===== src/inc/scwl_pkg.sv =====
// Package with offsets, field positions and reset values for the control word block
package scwl_pkg;
    localparam int          ADDR_W          = 4;
    localparam logic [3:0]  CTRL_ONE_OFF    = 4'h0;
    localparam logic [3:0]  STATUS_OFF      = 4'h4;
    localparam int          BIT_LSB_FIRST   = 0;
    localparam int          BIT_SDIO_IN     = 1;
    localparam int          BIT_EXTPD_FAST  = 3;
    localparam int          BIT_REF_PD      = 5;
    localparam int          BIT_DAC_PD      = 6;
    localparam int          BIT_DIG_PD      = 7;
    localparam int          BIT_SK_EN       = 8;
    localparam int          BIT_SK_AUTO     = 9;
    localparam int          BIT_PHASE_CLR   = 11;
    localparam int          BIT_RAMP_CLR    = 12;
    localparam int          BIT_PHASE_AUTO  = 13;
    localparam int          BIT_RAMP_AUTO   = 14;
    localparam logic [14:0] CTRL_RESET      = 15'h0008;
    localparam logic [14:0] CTRL_MASK       = 15'h7BEB;
    localparam logic [14:0] IMMEDIATE_MASK  = 15'h00A0;
    localparam int          SYNC_STAGES     = 3;
endpackage : scwl_pkg


===== src/logic/scwl_sync.sv =====
// Three-stage input synchroniser with agreement filter
module scwl_sync #(
    parameter int STAGES = scwl_pkg::SYNC_STAGES                    // Flops in the chain, 3 or more
) (
    input  wire logic clk,
    input  wire logic rst_n,
    input  wire logic din,
    output logic      dout
);
    logic [STAGES-1:0] stg_r;

    // Shorter chains leave no agreeing pair behind the first flop
    if (STAGES < 3) begin : g_bad_stages
        $error("scwl_sync: chain shorter than three flops is not supported");
    end

    // Shift chain; output changes once stages two and three agree
    always_ff @(posedge clk or negedge rst_n) begin
        if (!rst_n) begin
            stg_r <= '0;
            dout  <= 1'b0;
        end else begin
            stg_r <= {stg_r[STAGES-2:0], din};
            if (stg_r[STAGES-2] == stg_r[STAGES-1]) begin
                dout <= stg_r[STAGES-1];
            end
        end
    end
endmodule : scwl_sync


===== src/logic/scwl_ctrl.sv =====
// Control word low half: staged register, update transfer, clear and power controls
module scwl_ctrl #(
    parameter int DATA_W = 32                                       // Bus width, 16 or more
) (
    input  wire logic                       clk,
    input  wire logic                       rst_n,
    input  wire logic [scwl_pkg::ADDR_W-1:0] addr,
    input  wire logic [DATA_W-1:0]          wdata,
    input  wire logic                       wr_en,
    input  wire logic                       rd_en,
    output logic      [DATA_W-1:0]          rdata,
    input  wire logic                       io_update_pin,
    input  wire logic [2:0]                 profile_select,
    input  wire logic                       external_powerdown_pin,
    output logic                            ramp_acc_clear,
    output logic                            phase_acc_clear,
    output logic                            shift_keying_enable,
    output logic                            shift_keying_auto,
    output logic                            amp_scale_enable,
    output logic                            digital_clk_gate,
    output logic                            dac_powerdown,
    output logic                            ref_clk_powerdown,
    output logic                            full_powerdown,
    output logic                            fast_powerdown,
    output logic                            sdio_input_only,
    output logic                            serial_lsb_first
);
    logic [14:0] staged_r;
    logic [14:0] active_r;
    logic [14:0] active_nxt;
    logic [2:0]  ps_sync;
    logic [2:0]  ps_prev_r;
    logic        upd_sync;
    logic        upd_prev_r;
    logic        pd_sync;
    logic        ramp_pulse_r;
    logic        phase_pulse_r;
    logic [DATA_W-1:0] rdata_r;
    logic        ramp_clr_r;
    logic        phase_clr_r;
    logic        sk_en_r;
    logic        sk_auto_r;
    logic        amp_en_r;
    logic        dig_pd_r;
    logic        dac_pd_r;
    logic        ref_pd_r;
    logic        full_pd_r;
    logic        fast_pd_r;
    logic        sdio_in_r;
    logic        lsb_first_r;
    localparam int PAD_W = DATA_W - $bits(scwl_pkg::CTRL_RESET);    // Zero bits above the word

    // Refuse bus widths that leave no room for the word and its zero pad
    if (DATA_W < 16) begin : g_bad_width
        $error("scwl_ctrl: bus width below 16 bits is not supported");
    end

    // Address compare shared by every register select
    function automatic logic addr_hit(
        input logic [scwl_pkg::ADDR_W-1:0] a,
        input logic [scwl_pkg::ADDR_W-1:0] off
    );
        return a == off;
    endfunction : addr_hit

    // Pin inputs brought into the clock domain
    scwl_sync u_sync_upd (.clk(clk), .rst_n(rst_n), .din(io_update_pin), .dout(upd_sync));
    scwl_sync u_sync_pd  (.clk(clk), .rst_n(rst_n), .din(external_powerdown_pin),
                          .dout(pd_sync));
    genvar gi;
    generate
        for (gi = 0; gi < 3; gi++) begin : g_ps
            scwl_sync u_sync_ps (.clk(clk), .rst_n(rst_n), .din(profile_select[gi]),
                                 .dout(ps_sync[gi]));
        end
    endgenerate

    // Update event: rising update strobe or any profile change
    wire upd_rise  = upd_sync & ~upd_prev_r;
    wire ps_change = (ps_sync != ps_prev_r);
    wire upd_event = upd_rise | ps_change;

    // Decode of the bus
    wire ctrl_sel  = addr_hit(addr, scwl_pkg::CTRL_ONE_OFF);
    wire stat_sel  = addr_hit(addr, scwl_pkg::STATUS_OFF);
    wire ctrl_wr   = wr_en & ctrl_sel;
    wire [14:0] wr_val = wdata[14:0] & scwl_pkg::CTRL_MASK;

    // Next active value: staged bits move on update, immediate bits always
    wire [14:0] staged_eff = ctrl_wr ? wr_val : staged_r;
    always_comb begin
        active_nxt = upd_event ? staged_r : active_r;
        active_nxt = (active_nxt & ~scwl_pkg::IMMEDIATE_MASK)
                   | (staged_eff & scwl_pkg::IMMEDIATE_MASK);
    end

    // Staged register written by software
    always_ff @(posedge clk or negedge rst_n) begin
        if (!rst_n) begin
            staged_r <= scwl_pkg::CTRL_RESET;
        end else if (ctrl_wr) begin
            staged_r <= wr_val;
        end
    end

    // Active register, edge history and autoclear pulses
    always_ff @(posedge clk or negedge rst_n) begin
        if (!rst_n) begin
            active_r      <= scwl_pkg::CTRL_RESET;
            upd_prev_r    <= 1'b0;
            ps_prev_r     <= 3'h0;
            ramp_pulse_r  <= 1'b0;
            phase_pulse_r <= 1'b0;
        end else begin
            active_r      <= active_nxt;
            upd_prev_r    <= upd_sync;
            ps_prev_r     <= ps_sync;
            ramp_pulse_r  <= upd_event & staged_r[scwl_pkg::BIT_RAMP_AUTO];
            phase_pulse_r <= upd_event & staged_r[scwl_pkg::BIT_PHASE_AUTO];
        end
    end

    // Next values of the output flops, so they move in step with active_r
    wire ramp_clr_nxt  = (upd_event & staged_r[scwl_pkg::BIT_RAMP_AUTO])
                       | active_nxt[scwl_pkg::BIT_RAMP_CLR];
    wire phase_clr_nxt = (upd_event & staged_r[scwl_pkg::BIT_PHASE_AUTO])
                       | active_nxt[scwl_pkg::BIT_PHASE_CLR];
    wire sk_auto_nxt   = active_nxt[scwl_pkg::BIT_SK_EN]
                       & active_nxt[scwl_pkg::BIT_SK_AUTO];
    wire full_pd_nxt   = pd_sync & ~active_nxt[scwl_pkg::BIT_EXTPD_FAST];
    wire fast_pd_nxt   = pd_sync & active_nxt[scwl_pkg::BIT_EXTPD_FAST];

    // Clear and keying flops; clears are a one-cycle pulse or a static hold
    always_ff @(posedge clk or negedge rst_n) begin
        if (!rst_n) begin
            ramp_clr_r  <= 1'b0;
            phase_clr_r <= 1'b0;
            sk_en_r     <= 1'b0;
            sk_auto_r   <= 1'b0;
            amp_en_r    <= 1'b0;
        end else begin
            ramp_clr_r  <= ramp_clr_nxt;
            phase_clr_r <= phase_clr_nxt;
            sk_en_r     <= active_nxt[scwl_pkg::BIT_SK_EN];
            sk_auto_r   <= sk_auto_nxt;
            amp_en_r    <= active_nxt[scwl_pkg::BIT_SK_EN];
        end
    end

    // Power and serial port flops; the pin choice follows the synced level
    always_ff @(posedge clk or negedge rst_n) begin
        if (!rst_n) begin
            dig_pd_r    <= 1'b0;
            dac_pd_r    <= 1'b0;
            ref_pd_r    <= 1'b0;
            full_pd_r   <= 1'b0;
            fast_pd_r   <= 1'b0;
            sdio_in_r   <= 1'b0;
            lsb_first_r <= 1'b0;
        end else begin
            dig_pd_r    <= active_nxt[scwl_pkg::BIT_DIG_PD];
            dac_pd_r    <= active_nxt[scwl_pkg::BIT_DAC_PD];
            ref_pd_r    <= active_nxt[scwl_pkg::BIT_REF_PD];
            full_pd_r   <= full_pd_nxt;
            fast_pd_r   <= fast_pd_nxt;
            sdio_in_r   <= active_nxt[scwl_pkg::BIT_SDIO_IN];
            lsb_first_r <= active_nxt[scwl_pkg::BIT_LSB_FIRST];
        end
    end

    // Ports driven straight from the output flops
    assign ramp_acc_clear      = ramp_clr_r;
    assign phase_acc_clear     = phase_clr_r;
    assign shift_keying_enable = sk_en_r;
    assign shift_keying_auto   = sk_auto_r;
    assign amp_scale_enable    = amp_en_r;
    assign digital_clk_gate    = dig_pd_r;
    assign dac_powerdown       = dac_pd_r;
    assign ref_clk_powerdown   = ref_pd_r;
    assign full_powerdown      = full_pd_r;
    assign fast_powerdown      = fast_pd_r;
    assign sdio_input_only     = sdio_in_r;
    assign serial_lsb_first    = lsb_first_r;

    // Read data: staged value, or active state at the status offset
    wire [DATA_W-1:0] rd_mux = ctrl_sel ? {{PAD_W{1'b0}}, staged_r}
                             : stat_sel ? {{PAD_W{1'b0}}, active_r} : '0;
    always_ff @(posedge clk or negedge rst_n) begin
        if (!rst_n) begin
            rdata_r <= '0;
        end else begin
            rdata_r <= rd_en ? rd_mux : '0;
        end
    end
    assign rdata = rdata_r;

    // Assertions
    a_ramp_auto_pulse: assert property (@(posedge clk) disable iff (!rst_n)
        (upd_event && staged_r[scwl_pkg::BIT_RAMP_AUTO]) |=> ramp_acc_clear)
        else $error("ramp autoclear pulse missing");
    a_pulse_one_cycle: assert property (@(posedge clk) disable iff (!rst_n)
        (ramp_pulse_r && !upd_event) |=> !ramp_pulse_r)
        else $error("ramp autoclear pulse too long");
    a_no_event_hold: assert property (@(posedge clk) disable iff (!rst_n)
        !upd_event |=> ((active_r & ~scwl_pkg::IMMEDIATE_MASK)
                        == ($past(active_r) & ~scwl_pkg::IMMEDIATE_MASK)))
        else $error("staged bits moved without update");
    a_phase_auto_pulse: assert property (@(posedge clk) disable iff (!rst_n)
        (upd_event && staged_r[scwl_pkg::BIT_PHASE_AUTO]) |=> phase_acc_clear)
        else $error("phase autoclear missing");
    a_ramp_hold: assert property (@(posedge clk) disable iff (!rst_n)
        active_r[scwl_pkg::BIT_RAMP_CLR] |-> ramp_acc_clear)
        else $error("ramp hold missing");
    a_phase_hold: assert property (@(posedge clk) disable iff (!rst_n)
        active_r[scwl_pkg::BIT_PHASE_CLR] |-> phase_acc_clear)
        else $error("phase hold missing");
    a_keying_gate: assert property (@(posedge clk) disable iff (!rst_n)
        !shift_keying_enable |-> !shift_keying_auto)
        else $error("keying mode without enable");
    a_immediate_bits: assert property (@(posedge clk) disable iff (!rst_n)
        ctrl_wr |=> (digital_clk_gate == $past(wr_val[scwl_pkg::BIT_DIG_PD])))
        else $error("digital power-down not immediate");
    a_update_moves: assert property (@(posedge clk) disable iff (!rst_n)
        (upd_event && !ctrl_wr) |=> (active_r == $past(staged_r)))
        else $error("update did not transfer");
    a_open_bits_zero: assert property (@(posedge clk) disable iff (!rst_n)
        (staged_r & ~scwl_pkg::CTRL_MASK) == 15'h0000)
        else $error("open bit set");

    // Clear paths: pulses tied to events, holds moved only on update
    a_ramp_pulse_event: assert property (@(posedge clk) disable iff (!rst_n)
        $rose(ramp_pulse_r) |-> $past(upd_event))
        else $error("ramp pulse without update");
    a_ramp_clr_update: assert property (@(posedge clk) disable iff (!rst_n)
        $changed(active_r[scwl_pkg::BIT_RAMP_CLR]) |-> $past(upd_event))
        else $error("ramp clear bit moved without update");
    a_phase_clr_update: assert property (@(posedge clk) disable iff (!rst_n)
        $changed(active_r[scwl_pkg::BIT_PHASE_CLR]) |-> $past(upd_event))
        else $error("phase clear bit moved without update");
    a_phase_one_cycle: assert property (@(posedge clk) disable iff (!rst_n)
        (phase_pulse_r && !upd_event) |=> !phase_pulse_r)
        else $error("phase autoclear pulse too long");
    a_ramp_release: assert property (@(posedge clk) disable iff (!rst_n)
        (!active_r[scwl_pkg::BIT_RAMP_CLR] && !ramp_pulse_r) |-> !ramp_acc_clear)
        else $error("ramp clear without cause");
    a_phase_release: assert property (@(posedge clk) disable iff (!rst_n)
        (!active_r[scwl_pkg::BIT_PHASE_CLR] && !phase_pulse_r) |-> !phase_acc_clear)
        else $error("phase clear without cause");

    // Keying, power and serial port levels, and open bits in read data
    a_keying_mode: assert property (@(posedge clk) disable iff (!rst_n)
        shift_keying_enable |-> (shift_keying_auto == active_r[scwl_pkg::BIT_SK_AUTO]))
        else $error("keying mode differs from mode bit");
    a_amp_enable: assert property (@(posedge clk) disable iff (!rst_n)
        amp_scale_enable == active_r[scwl_pkg::BIT_SK_EN])
        else $error("amplitude enable differs from keying enable");
    a_digital_level: assert property (@(posedge clk) disable iff (!rst_n)
        digital_clk_gate == active_r[scwl_pkg::BIT_DIG_PD])
        else $error("digital power-down level wrong");
    a_dac_level: assert property (@(posedge clk) disable iff (!rst_n)
        dac_powerdown == active_r[scwl_pkg::BIT_DAC_PD])
        else $error("converter power-down level wrong");
    a_dac_on_update: assert property (@(posedge clk) disable iff (!rst_n)
        $changed(dac_powerdown) |-> $past(upd_event))
        else $error("converter power-down moved without update");
    a_ref_immediate: assert property (@(posedge clk) disable iff (!rst_n)
        ctrl_wr |=> (ref_clk_powerdown == $past(wr_val[scwl_pkg::BIT_REF_PD])))
        else $error("reference power-down not immediate");
    a_full_select: assert property (@(posedge clk) disable iff (!rst_n)
        full_powerdown |-> !active_r[scwl_pkg::BIT_EXTPD_FAST])
        else $error("full power-down with fast mode chosen");
    a_fast_select: assert property (@(posedge clk) disable iff (!rst_n)
        fast_powerdown |-> active_r[scwl_pkg::BIT_EXTPD_FAST])
        else $error("fast power-down with full mode chosen");
    a_pd_follows_pin: assert property (@(posedge clk) disable iff (!rst_n)
        $past(pd_sync) |-> (full_powerdown || fast_powerdown))
        else $error("power-down pin ignored");
    a_sdio_level: assert property (@(posedge clk) disable iff (!rst_n)
        sdio_input_only == active_r[scwl_pkg::BIT_SDIO_IN])
        else $error("serial data direction wrong");
    a_order_level: assert property (@(posedge clk) disable iff (!rst_n)
        serial_lsb_first == active_r[scwl_pkg::BIT_LSB_FIRST])
        else $error("serial bit order wrong");
    a_read_open_zero: assert property (@(posedge clk) disable iff (!rst_n)
        (rd_en && ctrl_sel) |=> ((rdata & ~{{PAD_W{1'b0}}, scwl_pkg::CTRL_MASK}) == '0))
        else $error("open bit read back set");
endmodule : scwl_ctrl


===== config.mk =====
export PLATFORM = sky130hd
export DESIGN_NAME = scwl_ctrl
export DESIGN_NICKNAME = d
export VERILOG_FILES = /design/src/inc/scwl_pkg.sv /design/src/logic/scwl_sync.sv /design/src/logic/scwl_ctrl.sv
export SDC_FILE = /design/constraint.sdc
export NUM_CORES = 1
export LEC_CHECK = 0
export BUFFER_PORTS_ARGS = -buffer_cell sky130_fd_sc_hd__buf_4
export CORE_AREA = 2 2 73 75
export CTS_CLUSTER_SIZE = 10
export DETAILED_ROUTE_END_ITERATION = 7
export DIE_AREA = 0 0 75 77
export GPL_ROUTABILITY_DRIVEN = 0
export PLACE_DENSITY = 0.82
export SYNTH_ARGS = -nofsm -noshare
export SYNTH_HDL_FRONTEND = slang
export SYNTH_SLANG_ARGS = --single-unit

===== constraint.sdc =====
create_clock -name clk -period 2 [get_ports clk]
set_input_delay 0.1 -clock clk [delete_from_list [all_inputs] [get_ports clk]]
set_output_delay 0.1 -clock clk [all_outputs]
set_load 0.005 [all_outputs]

==> metrics.md <==
| Metric | Value |
|---|---|
| Result of the run | completed |
| Number of synthesized register bits | 69 |
| First-pass GRT wire length | 6603 um |
| Maximum resistive drop on vdd | 506.8 uV |
| Die Ht | 77 um |
| TritonCTS clock tree | done |
| Max-cap violation count | 0 |
| Final WL | 4084 um |
| Hold path cells | 2 |
| Synth unique cells | 23 |
| Sinks on the clock net | 69 |
| Maximum clock rate | 0.6266 GHz |
| Setup violators final | 0 |
| Most area-consuming cells after synthesis | sky130_fd_sc_hd__dfrtp_1 65%, sky130_fd_sc_hd__mux2_2 9.6%, sky130_fd_sc_hd__buf_4 5.5% |
| Number of buffers on the longest clock path | 2 |
| Type of element capturing the critical path | flop |
| Pin count of the biggest net entering global routing | 70 |
| DRT antenna net count | 0 |
| Clock-pin transition on the worst setup and hold timing paths | 60 ps |
| First-iteration detailed-routing DRC count | 24 |
| Startpoint type of the worst setup path | flop |
| Min-delay src | wdata[7] |
| Logic depth of the worst register-to-register path | 3 |
| Data arrival time of the critical path | 1810 ps |
| Fill cell instance count of the final layout | 396 |
| Static Leakage | 1.607 nW |
| Register-to-register setup slack | 400 ps |
| Clock latency on the worst-skew pair | 330 ps |
| Dpl hpwl | 2673 um |
| Crit path kind | flop to flop |
| Unrepaired setup endpoints after global routing | no |
| Relative slew slack | 46.11% |
| Post-detailed-route wirelength per cell | 13.22 um |
| Row Count | 26 |
| Post-synthesis instance area | 0.002576 mm^2 |
| Start of the worst register-to-register path | g_ps[2].u_sync_ps.dout$_DFFE_PN0N_ |
| Post-cts resize count | 0 |
| Area leader, netlist | sky130_fd_sc_hd__dfrtp_1 |
| Final worst path period need | 1596 ps |
| Total Negative Setup Slacks | 0 ps |
| Number of global-route vias before repair | 1,386 |
| Flip-flop and latch area | 0.001729 mm^2 |
| Floorplan die area | 0.005775 mm^2 |
| Synthesized netlist cell count | 163 |
| Clock tree skew after final layout | 5.466 ps |
| Antenna violations before repair | 0 |
| Core occupancy in the finished layout | 65.43% |
| Via count | 1,423 |
| Clock Root Buffer | sky130_fd_sc_hd__clkbuf_8 |
| Port Buf Inserts | 51 |
| DRC | 0 |
| Power consumption | 3.101 mW |
| Die outline width | 75 um |
| Layout Area Growth over Synthesis | 26.42% |
| Number of iterations in the first detailed-routing pass | 3 |
| Initial Utilization | 51.76% |
| Total count of max-transition violations in the final report | 0 |
| Critical path fanouts, max | 8 |
| Placeable core region | 0.004977 mm^2 |
| Total routing resource utilization after global routing | 15.95% |
| Synthesis warning total | 0 |
| CP Data Required Time | 2210 ps |
| Layout Nets | 280 |
| Power density normalized to cell area | 952.0 mW/mm^2 |
| Worst hold path class | input port to flop |
| Sequential share of the synthesized area | 67.12% |
| Period Utilization, post-route | 79.79% |
| # H-tree levels | 3 |
| Area of the multi-input gates | 726.9 um^2 |
| Layout cells sized above 1 | 38.91% |
| Final Hold Viols | 0 |
| Clock buffers created by TritonCTS | 9 |
| Minimum setup slack after placement | 408.1 ps |
| Num ports | 89 |
| Average via count per standard cell | 4.605 |
| Diodes inserted | 0 |
| Post-synthesis area per instance | 15.81 um^2 |
| Area share of the largest cell type after synthesis | 65.08% |
| Min setup slack post-route | 404.1 ps |
| Overflow left after global routing | 0 |
| Worst-margin pin slew | 808.3 ps |
placed cells by master, fill, tap and decap left out:
cell | synthesis | final
sky130_fd_sc_hd__xnor2_2 | 3 | 3
sky130_fd_sc_hd__inv_1 | 3 | 3
sky130_fd_sc_hd__buf_4 | 19 | 51
sky130_fd_sc_hd__and3_1 | 3 | 3
sky130_fd_sc_hd__mux2i_1 | 5 | 5
sky130_fd_sc_hd__nand2b_1 | 2 | 2
sky130_fd_sc_hd__mux2_2 | 22 | 22
sky130_fd_sc_hd__conb_1 | 1 | 17
sky130_fd_sc_hd__o2111ai_4 | 1 | 1
sky130_fd_sc_hd__clkinv_2 | 0 | 2
sky130_fd_sc_hd__maj3_1 | 5 | 5
sky130_fd_sc_hd__nor4b_4 | 1 | 1
sky130_fd_sc_hd__a22o_1 | 10 | 10
sky130_fd_sc_hd__nand2_1 | 4 | 4
sky130_fd_sc_hd__nand3b_1 | 1 | 1
sky130_fd_sc_hd__o2111a_1 | 1 | 1
sky130_fd_sc_hd__nor2_1 | 2 | 2
sky130_fd_sc_hd__clkbuf_1 | 1 | 3
sky130_fd_sc_hd__dlygate4sd3_1 | 0 | 16
sky130_fd_sc_hd__dfrtp_1 | 67 | 67
sky130_fd_sc_hd__nor3_2 | 1 | 1
sky130_fd_sc_hd__clkbuf_8 | 0 | 10
sky130_fd_sc_hd__and2_1 | 6 | 6
sky130_fd_sc_hd__dfstp_2 | 2 | 2
sky130_fd_sc_hd__and3b_1 | 1 | 1
timing repair:
item | 4_1_cts | 5_1_grt
buffers inserted | 0 | 0
hold buffers | 16 | 0
endpoints found under the hold margin | 82 | 0
layer usage:
metal / vias up / global-route usage [%] / part of all wire (%)
met5: - / 0 / 0
met4: 0 / 8.036 / 2.4
met3: 9 / 5.782 / 5.8
met2: 48 / 24.12 / 49
met1: 701 / 19.89 / 42
li1: 665 / - / -
Yosys cell counts:
cell	instances
sky130_fd_sc_hd__o2111a_1	1
sky130_fd_sc_hd__nor2_1	2
sky130_fd_sc_hd__clkbuf_1	1
sky130_fd_sc_hd__dfrtp_1	67
sky130_fd_sc_hd__buf_4	19
sky130_fd_sc_hd__a22o_1	10
sky130_fd_sc_hd__nor4b_4	1
sky130_fd_sc_hd__and2_1	6
sky130_fd_sc_hd__mux2_2	22
sky130_fd_sc_hd__maj3_1	5
sky130_fd_sc_hd__nand2_1	4
sky130_fd_sc_hd__buf_6	2
sky130_fd_sc_hd__o2111ai_4	1
sky130_fd_sc_hd__and3b_1	1
sky130_fd_sc_hd__xnor2_2	3
sky130_fd_sc_hd__nor3_2	1
sky130_fd_sc_hd__nand2b_1	2
sky130_fd_sc_hd__mux2i_1	5
sky130_fd_sc_hd__and3_1	3
sky130_fd_sc_hd__nand3b_1	1
sky130_fd_sc_hd__conb_1	1
sky130_fd_sc_hd__dfstp_2	2
sky130_fd_sc_hd__inv_1	3
cells by family after synthesis:
| logic type | count (synthesis) | synth area share [%] |
|---|---|---|
| AOI/OAI and AO/OA | 12 | 4.857 |
| xor gates and xnor gates | 3 | 1.894 |
| adders and majority gates | 5 | 1.943 |
| buffers and inverters | 25 | 6.994 |
| DFF | 69 | 67.12 |
| muxes | 27 | 11.56 |
| other | 1 | 0.1456 |
| and+or+nand+nor | 21 | 5.488 |
through the flow:
step                hold WS, ps  cells  instance area, um^2
floorplan                -195.6    179                 2636
global placement          209.4    278                 2938
detailed placement        210.9    278                 2938
CTS                       1.273    309                 3257
global route              6.701    309                 3257
finish                    14.53    309                 3257
where the power goes:
group	leakage, nW	total, mW	internal (mW)	switching [mW]
sequential	0.858	1.72	1.59	0.128
clock	0.0833	0.928	0.474	0.454
combinational	0.665	0.456	0.288	0.168
area by class of cell:
cell class                 instances  share of cell area, %
clock buffer                      13                  4.572
clock inverter                     2                 0.3073
inverter                           3                 0.3458
multi-input combinational         85                  22.32
sequential                        69                  53.09
tap                               70                  2.689
timing repair buffer              67                  16.67
critical path: stages (launching register included):
cell and delay (ps):
sky130_fd_sc_hd__dfrtp_1 430, sky130_fd_sc_hd__xnor2_2 230, sky130_fd_sc_hd__o2111a_1 450, sky130_fd_sc_hd__mux2_2 380
worst max-delay path by stage:
stage	from	end	slack, ps
final	g_ps[2].u_sync_ps.dout$_DFFE_PN0N_	flop	400
after global routing	g_ps[2].u_sync_ps.dout$_DFFE_PN0N_	flop	300
after floorplan	ps_prev_r[2]$_DFF_PN0_	flop	630
after CTS	g_ps[2].u_sync_ps.dout$_DFFE_PN0N_	active_r[12]$_DFF_PN0_	390
after global placement	g_ps[2].u_sync_ps.dout$_DFFE_PN0N_	flop	450
after detailed placement	g_ps[2].u_sync_ps.dout$_DFFE_PN0N_	active_r[12]$_DFF_PN0_	410
Note: power is estimated with default switching activity, not from simulation.
